### src/design/serial_shift_pkg.sv
package serial_shift_pkg;
  // Register indices on the internal register port
  localparam logic [1:0] REG_DATA   = 2'h0;
  localparam logic [1:0] REG_STATUS = 2'h1;
  localparam logic [1:0] REG_CTRL   = 2'h2;
  localparam logic [1:0] REG_BUFFER = 2'h3;
  // Status fields
  localparam int ST_START_BIT = 7;
  localparam int ST_OVF_BIT   = 6;
  localparam int ST_STOP_BIT  = 5;
  localparam int ST_COLL_BIT  = 4;
  // Control fields
  localparam int CT_WM_HI     = 5;
  localparam int CT_WM_LO     = 4;
  localparam int CT_CS_HI     = 3;
  localparam int CT_CS_LO     = 2;
  localparam int CT_CLK_BIT   = 1;
  localparam int CT_TGL_BIT   = 0;
  localparam logic [7:0] RST_BYTE  = 8'h00;
  localparam logic [3:0] CNT_MAX   = 4'hF;
  localparam logic [3:0] CNT_ZERO  = 4'h0;
  // Wire modes
  localparam logic [1:0] WM_OFF   = 2'h0;
  localparam logic [1:0] WM_THREE = 2'h1;
  localparam logic [1:0] WM_TWO   = 2'h2;
  localparam logic [1:0] WM_TWO_H = 2'h3;
  // Clock selects
  localparam logic [1:0] CS_SOFT  = 2'h0;
  localparam logic [1:0] CS_TIMER = 2'h1;
  localparam logic [1:0] CS_EXT_P = 2'h2;
  localparam logic [1:0] CS_EXT_N = 2'h3;
  // Start detector SDA delay
  localparam int SDA_DLY_MIN_NS = 50;
  localparam int SDA_DLY_MAX_NS = 300;
  localparam int CLK_PERIOD_NS  = 40;
  localparam int SDA_DLY_CYC    =
    (SDA_DLY_MIN_NS + CLK_PERIOD_NS - 1) / CLK_PERIOD_NS;

  typedef struct packed {
    logic       wr;
    logic       rd;
    logic [1:0] addr;
    logic [7:0] wdata;
  } reg_req_t;

  typedef struct packed {
    logic [1:0] wire_mode;
    logic [1:0] clk_sel;
  } mode_t;
endpackage

### src/design/byte_fifo.sv
`timescale 1ns/10ps
`default_nettype none
module byte_fifo #(
  parameter int WIDTH = 8,
  parameter int DEPTH = 16
) (
  input  wire logic             ref_clk,
  input  wire logic             rst_n,
  input  wire logic             in_valid,
  output logic                  in_ready,
  input  wire logic [WIDTH-1:0] in_data,
  output logic                  out_valid,
  input  wire logic             out_ready,
  output logic      [WIDTH-1:0] out_data
);
  localparam int AW = $clog2(DEPTH);
  if (DEPTH < 2 || (1 << AW) != DEPTH || WIDTH < 1) begin
    $error("byte_fifo: DEPTH must be a power of two >= 2");
  end
  logic [WIDTH-1:0] mem [DEPTH];
  logic [AW:0]      wp_ff;
  logic [AW:0]      rp_ff;
  wire              push  = in_valid && in_ready;
  wire              pop   = out_valid && out_ready;
  assign in_ready  = (wp_ff - rp_ff) != (AW+1)'(DEPTH);
  assign out_valid = wp_ff != rp_ff;
  assign out_data  = mem[rp_ff[AW-1:0]];
  always_ff @(posedge ref_clk) begin
    if (push) begin
      mem[wp_ff[AW-1:0]] <= in_data;
    end
  end
  always_ff @(posedge ref_clk or negedge rst_n) begin
    if (!rst_n) begin
      wp_ff <= '0;
      rp_ff <= '0;
    end else begin
      wp_ff <= wp_ff + (AW+1)'(push);
      rp_ff <= rp_ff + (AW+1)'(pop);
    end
  end
endmodule
`default_nettype wire

### src/design/serial_shift_two_wire_unit.sv
`timescale 1ns/10ps
`default_nettype none
module serial_shift_two_wire_unit
  import serial_shift_pkg::*;
#(
  parameter int FIFO_DEPTH = 16
) (
  input  wire logic       ref_clk,
  input  wire logic       rst_n,
  input  wire reg_req_t   reg_req,
  output logic [7:0]      reg_rdata,
  input  wire logic       timer_match,
  input  wire logic       serial_clock_pin_in,
  input  wire logic       serial_in_pin,
  input  wire logic       port_data_out_bit,
  input  wire logic       port_clock_out_bit,
  input  wire logic       data_out_dir,
  input  wire logic       clock_dir,
  output logic            data_out_pin_out,
  output logic            data_out_pin_oe,
  output logic            sda_out,
  output logic            sda_oe,
  output logic            scl_out,
  output logic            scl_oe,
  output logic            counter_overflow_out,
  output logic            start_detect_out,
  output logic            rx_valid,
  input  wire logic       rx_ready,
  output logic [7:0]      rx_data
);
  if (FIFO_DEPTH < 2) begin
    $error("FIFO_DEPTH too small");
  end

  // Pin synchronisers
  logic [1:0] scl_sync_ff;
  logic [1:0] sda_sync_ff;
  logic       scl_prev_ff;
  logic [SDA_DLY_CYC-1:0] sda_dly_ff;
  always_ff @(posedge ref_clk or negedge rst_n) begin
    if (!rst_n) begin
      scl_sync_ff <= 2'h3;
      sda_sync_ff <= 2'h3;
      scl_prev_ff <= 1'b1;
      sda_dly_ff  <= '1;
    end else begin
      scl_sync_ff <= {scl_sync_ff[0], serial_clock_pin_in};
      sda_sync_ff <= {sda_sync_ff[0], serial_in_pin};
      scl_prev_ff <= scl_sync_ff[1];
      sda_dly_ff  <= {sda_dly_ff[SDA_DLY_CYC-2:0], sda_sync_ff[1]};
    end
  end
  wire scl_s    = scl_sync_ff[1];
  wire sda_s    = sda_sync_ff[1];
  wire sda_d    = sda_dly_ff[SDA_DLY_CYC-1];
  wire sda_dp;
  logic sda_dp_ff;
  assign sda_dp = sda_dp_ff;
  wire scl_rise = scl_s && !scl_prev_ff;
  wire scl_fall = !scl_s && scl_prev_ff;

  // Control state
  logic [7:0] data_ff;
  logic [7:0] buf_ff;
  logic [3:0] cnt_ff;
  logic       start_ff;
  logic       ovf_ff;
  logic       stop_ff;
  logic       hold_start_ff;
  logic       ovf_hold_ff;
  logic       latch_ff;
  logic       clk_tgl_ff;
  mode_t      mode_ff;

  wire [1:0] wm      = mode_ff.wire_mode;
  wire [1:0] cs      = mode_ff.clk_sel;
  wire       two_wire = wm[1];
  wire       ext_clk = cs[1];
  wire wr_data   = reg_req.wr && reg_req.addr == REG_DATA;
  wire wr_status = reg_req.wr && reg_req.addr == REG_STATUS;
  wire wr_ctrl   = reg_req.wr && reg_req.addr == REG_CTRL;
  wire strobe_clk = wr_ctrl && reg_req.wdata[CT_CLK_BIT];
  wire strobe_tgl = wr_ctrl && reg_req.wdata[CT_TGL_BIT];

  // Clock source selection
  wire sample_edge = (cs == CS_EXT_P) ? scl_rise : scl_fall;
  wire pin_edge    = scl_rise || scl_fall;
  wire ext_shift   = ext_clk && (sample_edge ||
                     (strobe_clk && strobe_tgl));
  wire shift_en    = ext_clk ? ext_shift :
                     (cs == CS_TIMER ? timer_match : strobe_clk);
  wire cnt_en      = ext_clk ? (pin_edge || (strobe_clk && strobe_tgl))
                     : (cs == CS_TIMER ? timer_match
                        : (strobe_clk || strobe_tgl));
  wire cnt_wrap    = cnt_en && cnt_ff == CNT_MAX;
  wire start_det   = two_wire && scl_s && !sda_d && sda_dp;
  wire stop_det    = two_wire && scl_s && sda_d && !sda_dp;
  wire clr_start   = wr_status && reg_req.wdata[ST_START_BIT];
  wire clr_ovf     = wr_status && reg_req.wdata[ST_OVF_BIT];
  wire clr_stop    = wr_status && reg_req.wdata[ST_STOP_BIT];

  // Data register and counter
  always_ff @(posedge ref_clk or negedge rst_n) begin
    if (!rst_n) begin
      data_ff <= RST_BYTE;
      cnt_ff  <= CNT_ZERO;
      mode_ff <= '0;
      buf_ff  <= RST_BYTE;
      sda_dp_ff <= 1'b1;
    end else begin
      sda_dp_ff <= sda_d;
      if (wr_data) begin
        data_ff <= reg_req.wdata;
      end else if (shift_en) begin
        data_ff <= {data_ff[6:0], sda_s};
      end
      if (wr_status) begin
        cnt_ff <= reg_req.wdata[3:0];
      end else if (cnt_en) begin
        cnt_ff <= cnt_ff + 4'h1;
      end
      if (wr_ctrl) begin
        mode_ff <= '{wire_mode: reg_req.wdata[CT_WM_HI:CT_WM_LO],
                     clk_sel:   reg_req.wdata[CT_CS_HI:CT_CS_LO]};
      end
      if (cnt_wrap) begin
        buf_ff <= shift_en ? {data_ff[6:0], sda_s} : data_ff;
      end
    end
  end

  // Flags and holds; set wins over clear, but a start clear beats the start hold set on an SCL fall
  always_ff @(posedge ref_clk or negedge rst_n) begin
    if (!rst_n) begin
      start_ff      <= 1'b0;
      ovf_ff        <= 1'b0;
      stop_ff       <= 1'b0;
      hold_start_ff <= 1'b0;
      ovf_hold_ff   <= 1'b0;
    end else begin
      start_ff <= start_det || (start_ff && !clr_start);
      ovf_ff   <= cnt_wrap || (ovf_ff && !clr_ovf);
      stop_ff  <= stop_det || (stop_ff && !clr_stop);
      if (!two_wire || (clr_start && !start_det)) begin
        hold_start_ff <= 1'b0;
      end else if (start_ff && scl_fall) begin
        hold_start_ff <= 1'b1;
      end
      if (wm != WM_TWO_H || (clr_ovf && !cnt_wrap)) begin
        ovf_hold_ff <= 1'b0;
      end else if (cnt_wrap) begin
        ovf_hold_ff <= 1'b1;
      end
    end
  end

  // Output latch and clock toggle
  wire latch_open = !ext_clk || !scl_s;
  always_ff @(posedge ref_clk or negedge rst_n) begin
    if (!rst_n) begin
      latch_ff   <= 1'b1;
      clk_tgl_ff <= 1'b0;
    end else begin
      if (latch_open) begin
        latch_ff <= wr_data ? reg_req.wdata[7] : data_ff[7];
      end
      if (strobe_tgl) begin
        clk_tgl_ff <= !clk_tgl_ff;
      end
    end
  end

  // Pin drive
  wire three_wire = wm == WM_THREE;
  wire scl_hold   = hold_start_ff || ovf_hold_ff;
  wire sda_low    = !latch_ff || !port_data_out_bit;
  assign data_out_pin_out = latch_ff;
  assign data_out_pin_oe  = three_wire && data_out_dir;
  assign sda_out          = 1'b0;
  assign sda_oe           = two_wire && data_out_dir && sda_low;
  assign scl_out          = 1'b0;
  assign scl_oe           = two_wire &&
                            (scl_hold ||
                             (clock_dir &&
                              !(port_clock_out_bit ^ clk_tgl_ff)));
  assign counter_overflow_out = ovf_ff;
  assign start_detect_out     = start_ff;

  // Received bytes stream into the FIFO on each overflow that finds it not full
  logic fifo_in_ready;
  byte_fifo #(
    .WIDTH (8),
    .DEPTH (FIFO_DEPTH)
  ) u_fifo (
    .ref_clk   (ref_clk),
    .rst_n     (rst_n),
    .in_valid  (cnt_wrap),
    .in_ready  (fifo_in_ready),
    .in_data   (shift_en ? {data_ff[6:0], sda_s} : data_ff),
    .out_valid (rx_valid),
    .out_ready (rx_ready),
    .out_data  (rx_data)
  );

  // Register readback
  wire coll = two_wire && (data_ff[7] != sda_s);
  wire [7:0] status_rd = {start_ff, ovf_ff, stop_ff, coll, cnt_ff};
  wire [7:0] ctrl_rd   = {2'h0, wm, cs, 2'h0};
  always_comb begin
    case (reg_req.addr)
      REG_DATA:   reg_rdata = data_ff;
      REG_STATUS: reg_rdata = status_rd;
      REG_CTRL:   reg_rdata = ctrl_rd;
      REG_BUFFER: reg_rdata = buf_ff;
      default:    reg_rdata = RST_BYTE;
    endcase
  end
  wire unused_ok = fifo_in_ready | reg_req.rd | latch_open | sda_dp;
endmodule
`default_nettype wire

### config.mk
export PLATFORM = sky130hd
export DESIGN_NAME = serial_shift_two_wire_unit
export DESIGN_NICKNAME = d
export VERILOG_FILES = /design/src/design/serial_shift_pkg.sv /design/src/design/byte_fifo.sv /design/src/design/serial_shift_two_wire_unit.sv
export SDC_FILE = /design/constraint.sdc
export NUM_CORES = 1
export LEC_CHECK = 0
export BUFFER_PORTS_ARGS = -buffer_cell sky130_fd_sc_hd__buf_2
export CORE_MARGIN = 4
export CORE_UTILIZATION = 62
export CTS_BUF_LIST = sky130_fd_sc_hd__clkbuf_2
export CTS_CLUSTER_DIAMETER = 40
export DETAILED_ROUTE_END_ITERATION = 8
export PLACE_DENSITY = 0.9
export SLEW_MARGIN = 10
export SYNTH_ARGS = -nofsm -noshare
export SYNTH_HDL_FRONTEND = slang
export SYNTH_SLANG_ARGS = --single-unit
### constraint.sdc
create_clock -name ref_clk -period 3.3 [get_ports ref_clk]
set_input_delay 0.33 -clock ref_clk [delete_from_list [all_inputs] [get_ports ref_clk]]
set_output_delay 0.33 -clock ref_clk [all_outputs]
set_load 0.02 [all_outputs]
==> results of run 1 <==
==> path summary, 6_finish.rpt <==
kind	start	end	slack, ns
max	u_fifo.rp_ff[2]	rx_data[6]	0.20
max in group asynchronous	rst_n	u_fifo.rp_ff[2]	2.34
max reg2reg	u_fifo.rp_ff[3]	u_fifo.mem[9][5]	0.51
min in group asynchronous	rst_n	cs[1]	0.25
min reg2reg	sda_sync_ff[0]	sda_sync_ff[1]	0.38
min	reg_req[8]	cnt_ff[3]	0.12
==> state kept, by name, summed over array words and instances, names as in the netlist, 4 cells and up <==
signal / count
u_fifo.mem: 128
buf_ff: 8
data_ff: 8
u_fifo.rp_ff: 5
u_fifo.wp_ff: 5
cnt_ff: 4
==> Yosys cell counts (2+ instances only) <==
master / n / area (sq um)
sky130_fd_sc_hd__dfstp_2: 9 / 236
sky130_fd_sc_hd__nor3b_1: 2 / 15.0
sky130_fd_sc_hd__nand2_1: 37 / 139
sky130_fd_sc_hd__nand2b_1: 4 / 25.0
sky130_fd_sc_hd__inv_1: 7 / 26.3
sky130_fd_sc_hd__buf_4: 6 / 45.0
sky130_fd_sc_hd__and3_1: 3 / 18.8
sky130_fd_sc_hd__edfxtp_1: 128 / 3840
sky130_fd_sc_hd__clkbuf_1: 9 / 33.8
sky130_fd_sc_hd__dfrtp_1: 40 / 1000
sky130_fd_sc_hd__nand3_1: 10 / 50.1
sky130_fd_sc_hd__mux4_2: 20 / 450
sky130_fd_sc_hd__and3b_1: 3 / 26.3
sky130_fd_sc_hd__mux2_2: 24 / 270
sky130_fd_sc_hd__a221oi_1: 16 / 140
sky130_fd_sc_hd__mux2i_1: 38 / 380
sky130_fd_sc_hd__a21oi_1: 11 / 55.1
sky130_fd_sc_hd__xnor2_1: 6 / 52.6
sky130_fd_sc_hd__nor4_1: 12 / 75.1
sky130_fd_sc_hd__nor2b_1: 3 / 18.8
sky130_fd_sc_hd__ha_1: 11 / 138
sky130_fd_sc_hd__buf_2: 5 / 25.0
sky130_fd_sc_hd__o21ai_0: 17 / 85.1
sky130_fd_sc_hd__and2_1: 2 / 12.5
sky130_fd_sc_hd__a22oi_1: 7 / 52.6
sky130_fd_sc_hd__nor4b_2: 4 / 60.1
sky130_fd_sc_hd__buf_6: 3 / 33.8
sky130_fd_sc_hd__nor2_1: 8 / 30.0
sky130_fd_sc_hd__o21ai_1: 2 / 10.0
sky130_fd_sc_hd__xor2_1: 7 / 61.3
==> timing repair <==
action                     4_1_cts  5_1_grt
hold endpoints to repair        66        0
cloned                           0        0
resized for setup                1        2
hold buffers                    16        0
setup endpoints to repair        2        2
setup buffers                    0        0
==> layer usage <==
layer / GRT usage, % / vias up / part of all wire (%)
met3: 4.65 / 32 / 6.7
met1: 29.4 / 2280 / 38
met4: 9.41 / 0 / 2.9
met5: 0 / - / 0
li1: - / 2010 / -
met2: 40.5 / 226 / 52
==> logic make-up (layout without fill, tap and decap cells) <==
group           count (synthesis)  in the layout
compound gates                 62             62
buf+inv                        32            122
fa+ha+maj                      11             11
flops                         177            177
mux                            83             83
simple gates                   94             94
other cells                     1              2
xor+xnor                       13             13
==> area by class of cell <==
| type | count | area [sq um] |
|---|---|---|
| clock buffer | 17 | 85.1 |
| clock inverter | 15 | 145 |
| fill | 736 | 3550 |
| inverter | 8 | 30.0 |
| multi-input combinational | 265 | 2380 |
| sequential | 177 | 5080 |
| tap | 147 | 184 |
| timing repair buffer | 82 | 561 |
==> stage by stage <==
stage / std cells / util (%) / hold WS, ns / total power [mW]
3_5_place_dp: 663 / 67.1 / 0.347 / 5.68
3_3_place_gp: 663 / 67.1 / 0.346 / 5.52
5_1_grt: 711 / 70.5 / 0.0567 / 7.06
2_1_floorplan: 474 / - / 0.0344 / 4.86
6_report: 711 / 70.5 / 0.121 / 6.73
4_1_cts: 711 / 70.4 / 0.0607 / 6.71
==> report_power, final <==
group          leakage [nW]  internal (mW)  switching, mW
logic                  1.33          0.995           1.58
registers              1.74           2.88          0.237
clock network         0.138          0.240          0.795
==> critical path: cells and delay by family (launching register included) <==
kind,cells,cell delay [ns]
DFF,1,0.57
and+or+nand+nor,1,0.28
AOI/OAI and AO/OA,3,0.61
buffers and inverters,3,0.56
==> impl.org, run 1 <==
** Run status
- The run finished with clean final reports.

** Synthesis
- After Yosys synthesis, full adders, half adders and majority gates account for 1.81% of the synthesized area.
- Number of storage elements in the synthesis netlist :: 177
- The netlist uses 49 different library cells.
- Counting every instance in the synthesized netlist gives 473.
- Synthesized area :: 7620 sq um
- Syn Area/Cell :: 16.1 sq um
- After synthesis, the share of cell area in mux cells is 14.7%.
- Portion of the post-synthesis area used by sequential elements :: 66.7%
- By area, the combinational part of the netlist is dominated by multiplexers.
- After Yosys synthesis, XOR and XNOR cells account for 1.49% of the synthesized area.
- Summing the areas of all compound-gate instances in the mapped netlist gives 5.77% of the synthesized area.
- Number of synthesis warnings :: 0
- Dominant register cell in the synthesized netlist :: sky130_fd_sc_hd__edfxtp_1
- Fraction of the mapped netlist area in simple logic gates :: 7.28%
- Counting flops with a built-in enable in the synthesized netlist gives 128.
- Post-synth ARST share :: 27.7%

** Timing
- The worst pin sits at a relative slew slack of 29.6%.
- Hold violation count in the final report :: 0
- The worst path meets setup with 0.195 ns of slack.
- # setup viols final :: 0
- The final-report max-slew violation count was 0.
- Pin slew with the least headroom to its limit :: 1.06 ns
- In the final timing run, aggregate negative setup slack is 0 ns.
- Max Fclk :: 322 MHz
- Post-Route Skew :: 0.0461 ns
- RSZ-0062 raised after global routing :: false
- The final critical path takes up 94.1% of the cycle.
- The clock period could shrink to 3.10 ns.

** Clocking
- H-tree depth reported by CTS :: 4
- Clock tree from TritonCTS :: yes
- Buffers inserted during clock tree synthesis total 17.
- Clock latency on the worst-skew pair, taken at its later pin, is 0.77 ns.
- The root buffer cell chosen for the clock tree is sky130_fd_sc_hd__clkbuf_2.
- Clock Sinks :: 177
- Buffers from clock root to sink, at most :: 2
- Clock-pin slew was measured on the worst setup and hold paths at 0.26 ns.

** Layout
- Summed area of non-filler cells in the final layout :: 8470 sq um
- In the layout the commonest cells are sky130_fd_sc_hd__edfxtp_1, sky130_fd_sc_hd__buf_2, sky130_fd_sc_hd__mux2i_1, sky130_fd_sc_hd__dfrtp_1, sky130_fd_sc_hd__nand2_1.
- N_diodes :: 0
- Area growth from synthesis to final layout :: 11.1%
- Number of nets in the final layout :: 584
- Cells with a size suffix above 1 make up 29.4% of the layout.
- Commonest non-fill, non-tap cell in the layout :: sky130_fd_sc_hd__edfxtp_1

** Global route
- The via count of the first global-routing pass came to 4716.
- The number of antenna violations at the first check in global routing is 0.
- The first global-routing pass estimated 24.8 mm of wire.
- Global routing used 23.5% of the available tracks across all layers.
- GRT overflow :: 0
- Entering global routing, the biggest net connects 50 pins.

** Drt
- Before antenna repair, the detailed router went through 5 iterations.
- Aggregate routed wire length :: 15.9 mm
- Number of design rule violations left after detail routing :: 0
- After detailed routing, the number of vias per cell comes to 6.40.
- Number of violations reported at the end of detailed-routing iteration 0 :: 515
- Routed length per placed instance :: 22.3 um
- Antenna viol nets, final :: 0
- Number of vias after detailed routing :: 4548

** Placed design
- Half-perimeter wire length after placement :: 10.6 mm
- The count of buffers added on input and output ports is 43.
- Prior to clock tree synthesis, the placed netlist has a worst setup slack of 0.526 ns.
- Once placement finished, the instance area stood at 8070 sq um.
- Weighted congestion reported at the end of routability-driven placement :: 0.889

** Setup path
- For this run, the slowest stage of the critical path takes 0.57 ns.
- In this run the worst path has a maximum fanout of 12.
- Slowest-stage cell, CP :: sky130_fd_sc_hd__dfrtp_2
- Critical path endpoint category :: primary output
- Measured in cells, the most critical reg-to-reg path has a length of 8.
- Data arrival, critical path :: 2.77 ns
- Critical path cell sequence :: inv_1 > nor2_2 > buf_4 > a221oi_1 > o21a_1 > a221o_1 > buf_2
- CP required :: 2.97 ns
- Crit start category :: flip-flop
- Path type of the worst setup path :: flip-flop to primary output

** Worst hold path
- In this run the worst hold path is classified as input port to flip-flop.
- Hold Path Depth :: 3

** Power
- Pwr/cell area :: 795 nW/um^2
- IR analysis of the VDD net gives a maximum drop of 0.000508 V.
- For this design the static power due to leakage is 3.21 nW.

** Flow run
- Max-cap violation count :: 0

** Die
- Width of the die :: 119 um
- The floorplan step defined a die boundary enclosing 14100 sq um.
- In this run the count of I/O pins placed on the die edge is 47.
- The die is 119 um tall.
- In this run the core area contains 40 standard-cell rows.
- The initial utilization of the core area, before any placement, comes to 63.4%.
- Core ar. :: 12000 sq um
(Power assumes the default switching activity.)
==> inputs of run 2 (changes only) <==
Settings changed: CORE_UTILIZATION 62 to 63, PLACE_DENSITY 0.9 to 0.91.
==> run 2 against run 1 <==
Against the previous run:
- first-iteration DRC count up 5.0%
- register-to-register slack better by 0.05 ns
- final area down 0.40%
- maximum frequency rose by 1.8%
- final cell count shrank 0.28%
- sequential share of layout area grew 0.24 points
- critical endpoint is now rx_data[1]
- largest power group unchanged
==> impl.org, run 2 (synthesis results as in run 1) <==
** Die
- 47 I/O pins were placed.
- Width of the die :: 118 um
- Core ar. :: 11600 sq um
- In this run the core area contains 39 standard-cell rows.
- The floorplan step set the die height to 118 um.
- For this configuration, the core starts out at a cell density of 65.6%.
- Die Area :: 13900 sq um

** Timing
- Hold violation count in the final report :: 0
- Count of final max-slew check failures :: 0
- Setup total negative slack on the finished layout was measured at 0 ns.
- Setup violations remaining at the end of the flow were counted as 0.
- Timing would allow up to 328 MHz.
- Worst rel slew slack :: 49.5%
- Final critical delay including setup and external delays :: 3.05 ns
- On the final layout, the worst clock skew is 0.0272 ns.
- Share of the cycle needed by the critical path after routing :: 92.4%
- Worst-case hold slack :: 0.122 ns
- Pin slew with the least headroom to its limit :: 0.758 ns
- Setup repair after global routing left no endpoint under its margin.

** Setup path
- Reg2reg end :: u_fifo.mem[15][7]
- The most critical setup path has its endpoint at rx_data[1].
- Setup slack on the worst reg-to-reg path comes out at 0.56 ns.
- Tracing the worst setup path back leads to its startpoint at u_fifo.rp_ff[2].
- The critical path is of the flip-flop to primary output type.
- For the worst setup path, the data required time is 2.97 ns.
- Count of cells along the worst register-to-register path :: 8
- Data arrival, critical path :: 2.72 ns
- STA classifies the critical path startpoint as a flip-flop.
- In this run the worst path has a maximum fanout of 16.
- The startpoint identified for the worst register-to-register timing path is u_fifo.rp_ff[2].
- The worst setup path is captured at a primary output.

** Layout
- N_diodes :: 0
- Commonest non-fill, non-tap cell in the layout :: sky130_fd_sc_hd__edfxtp_1
- Most frequent cells in the layout :: sky130_fd_sc_hd__edfxtp_1, sky130_fd_sc_hd__buf_2, sky130_fd_sc_hd__mux2i_1, sky130_fd_sc_hd__dfrtp_1, sky130_fd_sc_hd__nand2_1
- In the final design database the tool counted 586 nets.
- The area growth from synthesis to layout is 10.7%.
- The count of cells in the finished layout, fillers not included, comes to 709.
- The register with the most flip-flops in the layout has 128 of them.
- Share of post-route cells with drive strength above 1 :: 29.2%
- Final core occ :: 72.6%
- Count of filler cells inserted in the layout :: 683
- Summing all multi-input logic gate instances after layout gives 2380 sq um.
- Summing all flip-flop and latch instances after layout gives 5080 sq um.

** Placed design
- Half-perimeter wire length after placement :: 10.3 mm
- Post-Place Cells :: 661
- Routability-driven placement finished with a final weighted congestion of 0.872.
- Count of input and output buffers :: 43

** Drt
- In the final routed layout, each cell accounts on average for 22.1 um.
- Number of iterations in the first detailed-routing pass :: 5
- Number of violations reported at the end of detailed-routing iteration 0 :: 541
- Antenna viol nets, final :: 0
- After detailed routing, the number of remaining DRC violations is 0.
- Detailed routing inserted a total of 4538 vias.
- Post-detailed-route via-to-cell ratio :: 6.40
- For this block, the routed nets add up to 15.7 mm of wire.

** Power
- In this run the static leakage power is 3.20 nW.
- In this run, the clock network consumes 14.4% of the power.
- VDD sags by at most 0.000483 V.
- Part of the power in registers :: 47.0%
- In this run switching power makes up 37.5% of total power.
- Psw :: 2.48 mW
- Overall power after layout :: 6.62 mW
- P_int :: 4.13 mW
- Pwr/cell area :: 785 nW/um^2
- Combinational share of power :: 38.6%

** Clocking
- After clock tree synthesis, the clock-pin slew on the worst setup and hold paths is 0.23 ns.
- The tree is rooted in a sky130_fd_sc_hd__clkbuf_2.
- Clock Sinks :: 177
- The number of setup buffers added after CTS is 0.
- TritonCTS built the clock tree.
- In this run the number of H-tree levels came out at 4.
- Counting the buffers created by CTS gives 17.
- Clock Latency Late Sink :: 0.73 ns
- The longest clock path from root to sink contains 2 buffers.

** Global route
- Vias in the first global route :: 4620
- Overall routing resource usage :: 23.6%
- Entering global routing, the biggest net connects 34 pins.
- GRT overflow :: 0
- Antenna violations before repair :: 0
- Global-route wire length before repair :: 25.0 mm

** Worst hold path
- Worst min-delay path category :: input port to flip-flop

** Run status
- The run finished with clean final reports.

** Flow run
- Max-cap violation count :: 0
==> run 2: cell types whose count changed in the layout (fill, tap and decap cells not counted), moves of 2 or more <==
cell and change:
sky130_fd_sc_hd__buf_4 +2, sky130_fd_sc_hd__clkbuf_2 +2, sky130_fd_sc_hd__clkinv_1 +3, sky130_fd_sc_hd__clkinv_2 +4, sky130_fd_sc_hd__clkinv_8 -2, sky130_fd_sc_hd__clkinvlp_4 +2, sky130_fd_sc_hd__inv_6 -7, sky130_fd_sc_hd__inv_8 -2
==> run 2: worst min-delay path by stage <==
stage                        start        endpoint  cells past startpoint
floorplan                    rst_n       buf_ff[0]                      0
global placement     sda_dly_ff[0]   sda_dly_ff[1]                      0
detailed placement  sda_sync_ff[0]  sda_sync_ff[1]                      0
CTS                     reg_req[8]       cnt_ff[3]                      3
global route            reg_req[8]       cnt_ff[3]                      3
finish                  reg_req[8]       cnt_ff[3]                      3
==> run 2: final cells by class <==
cell class	count	area share [%]
Multi-Input combinational cell	265	28.2
Clock buffer	19	1.13
Sequential cell	177	60.3
Tap cell	143	2.12
Clock inverter	13	1.14
Timing Repair Buffer	84	6.72
Inverter	8	0.356
==> run 2: worst max-delay path, stage by stage (launching register included) <==
cell and delay (ns):
sky130_fd_sc_hd__dfrtp_1 0.58, sky130_fd_sc_hd__inv_1 0.17, sky130_fd_sc_hd__nor2_1 0.05, sky130_fd_sc_hd__buf_4 0.21
sky130_fd_sc_hd__a221oi_1 0.50, sky130_fd_sc_hd__o21ai_0 0.21, sky130_fd_sc_hd__nand2_1 0.11, sky130_fd_sc_hd__buf_2 0.17
==> run 2: what timing repair did <==
| item | 4_1_cts | 5_1_grt |
|---|---|---|
| gates resized for setup | 2 | 2 |
| hold buffers | 16 | 0 |
| endpoints found under the setup margin | 2 | 4 |
| endpoints found under the hold margin | 56 | 0 |
==> run 2: power by group through the flow <==
stage | Clock [mW] | Sequential, mW | Combinational, mW
CTS | 0.968 | 3.10 | 2.55
global placement | 0 | 3.13 | 2.38
finish | 0.950 | 3.11 | 2.56
detailed placement | 0 | 3.15 | 2.50
floorplan | 0 | 3.06 | 1.79
global route | 1.08 | 3.14 | 2.75
==> run 2: stage by stage <==
stage | worst slack (ns) | area [sq um]
floorplan | 0.337 | 7620
detailed placement | 0.527 | 8060
CTS | 0.0685 | 8430
global placement | 0.669 | 8060
finish | 0.250 | 8430
global route | 0.0159 | 8430
==> run 2: metal layers <==
metal	up-vias	track usage, %	part of all wire [%]
met4	0	8.28	2.2
met5	-	0	0
met1	2281	31.8	39
met2	222	37.7	51
met3	30	6.39	8.0
li1	2005	-	-
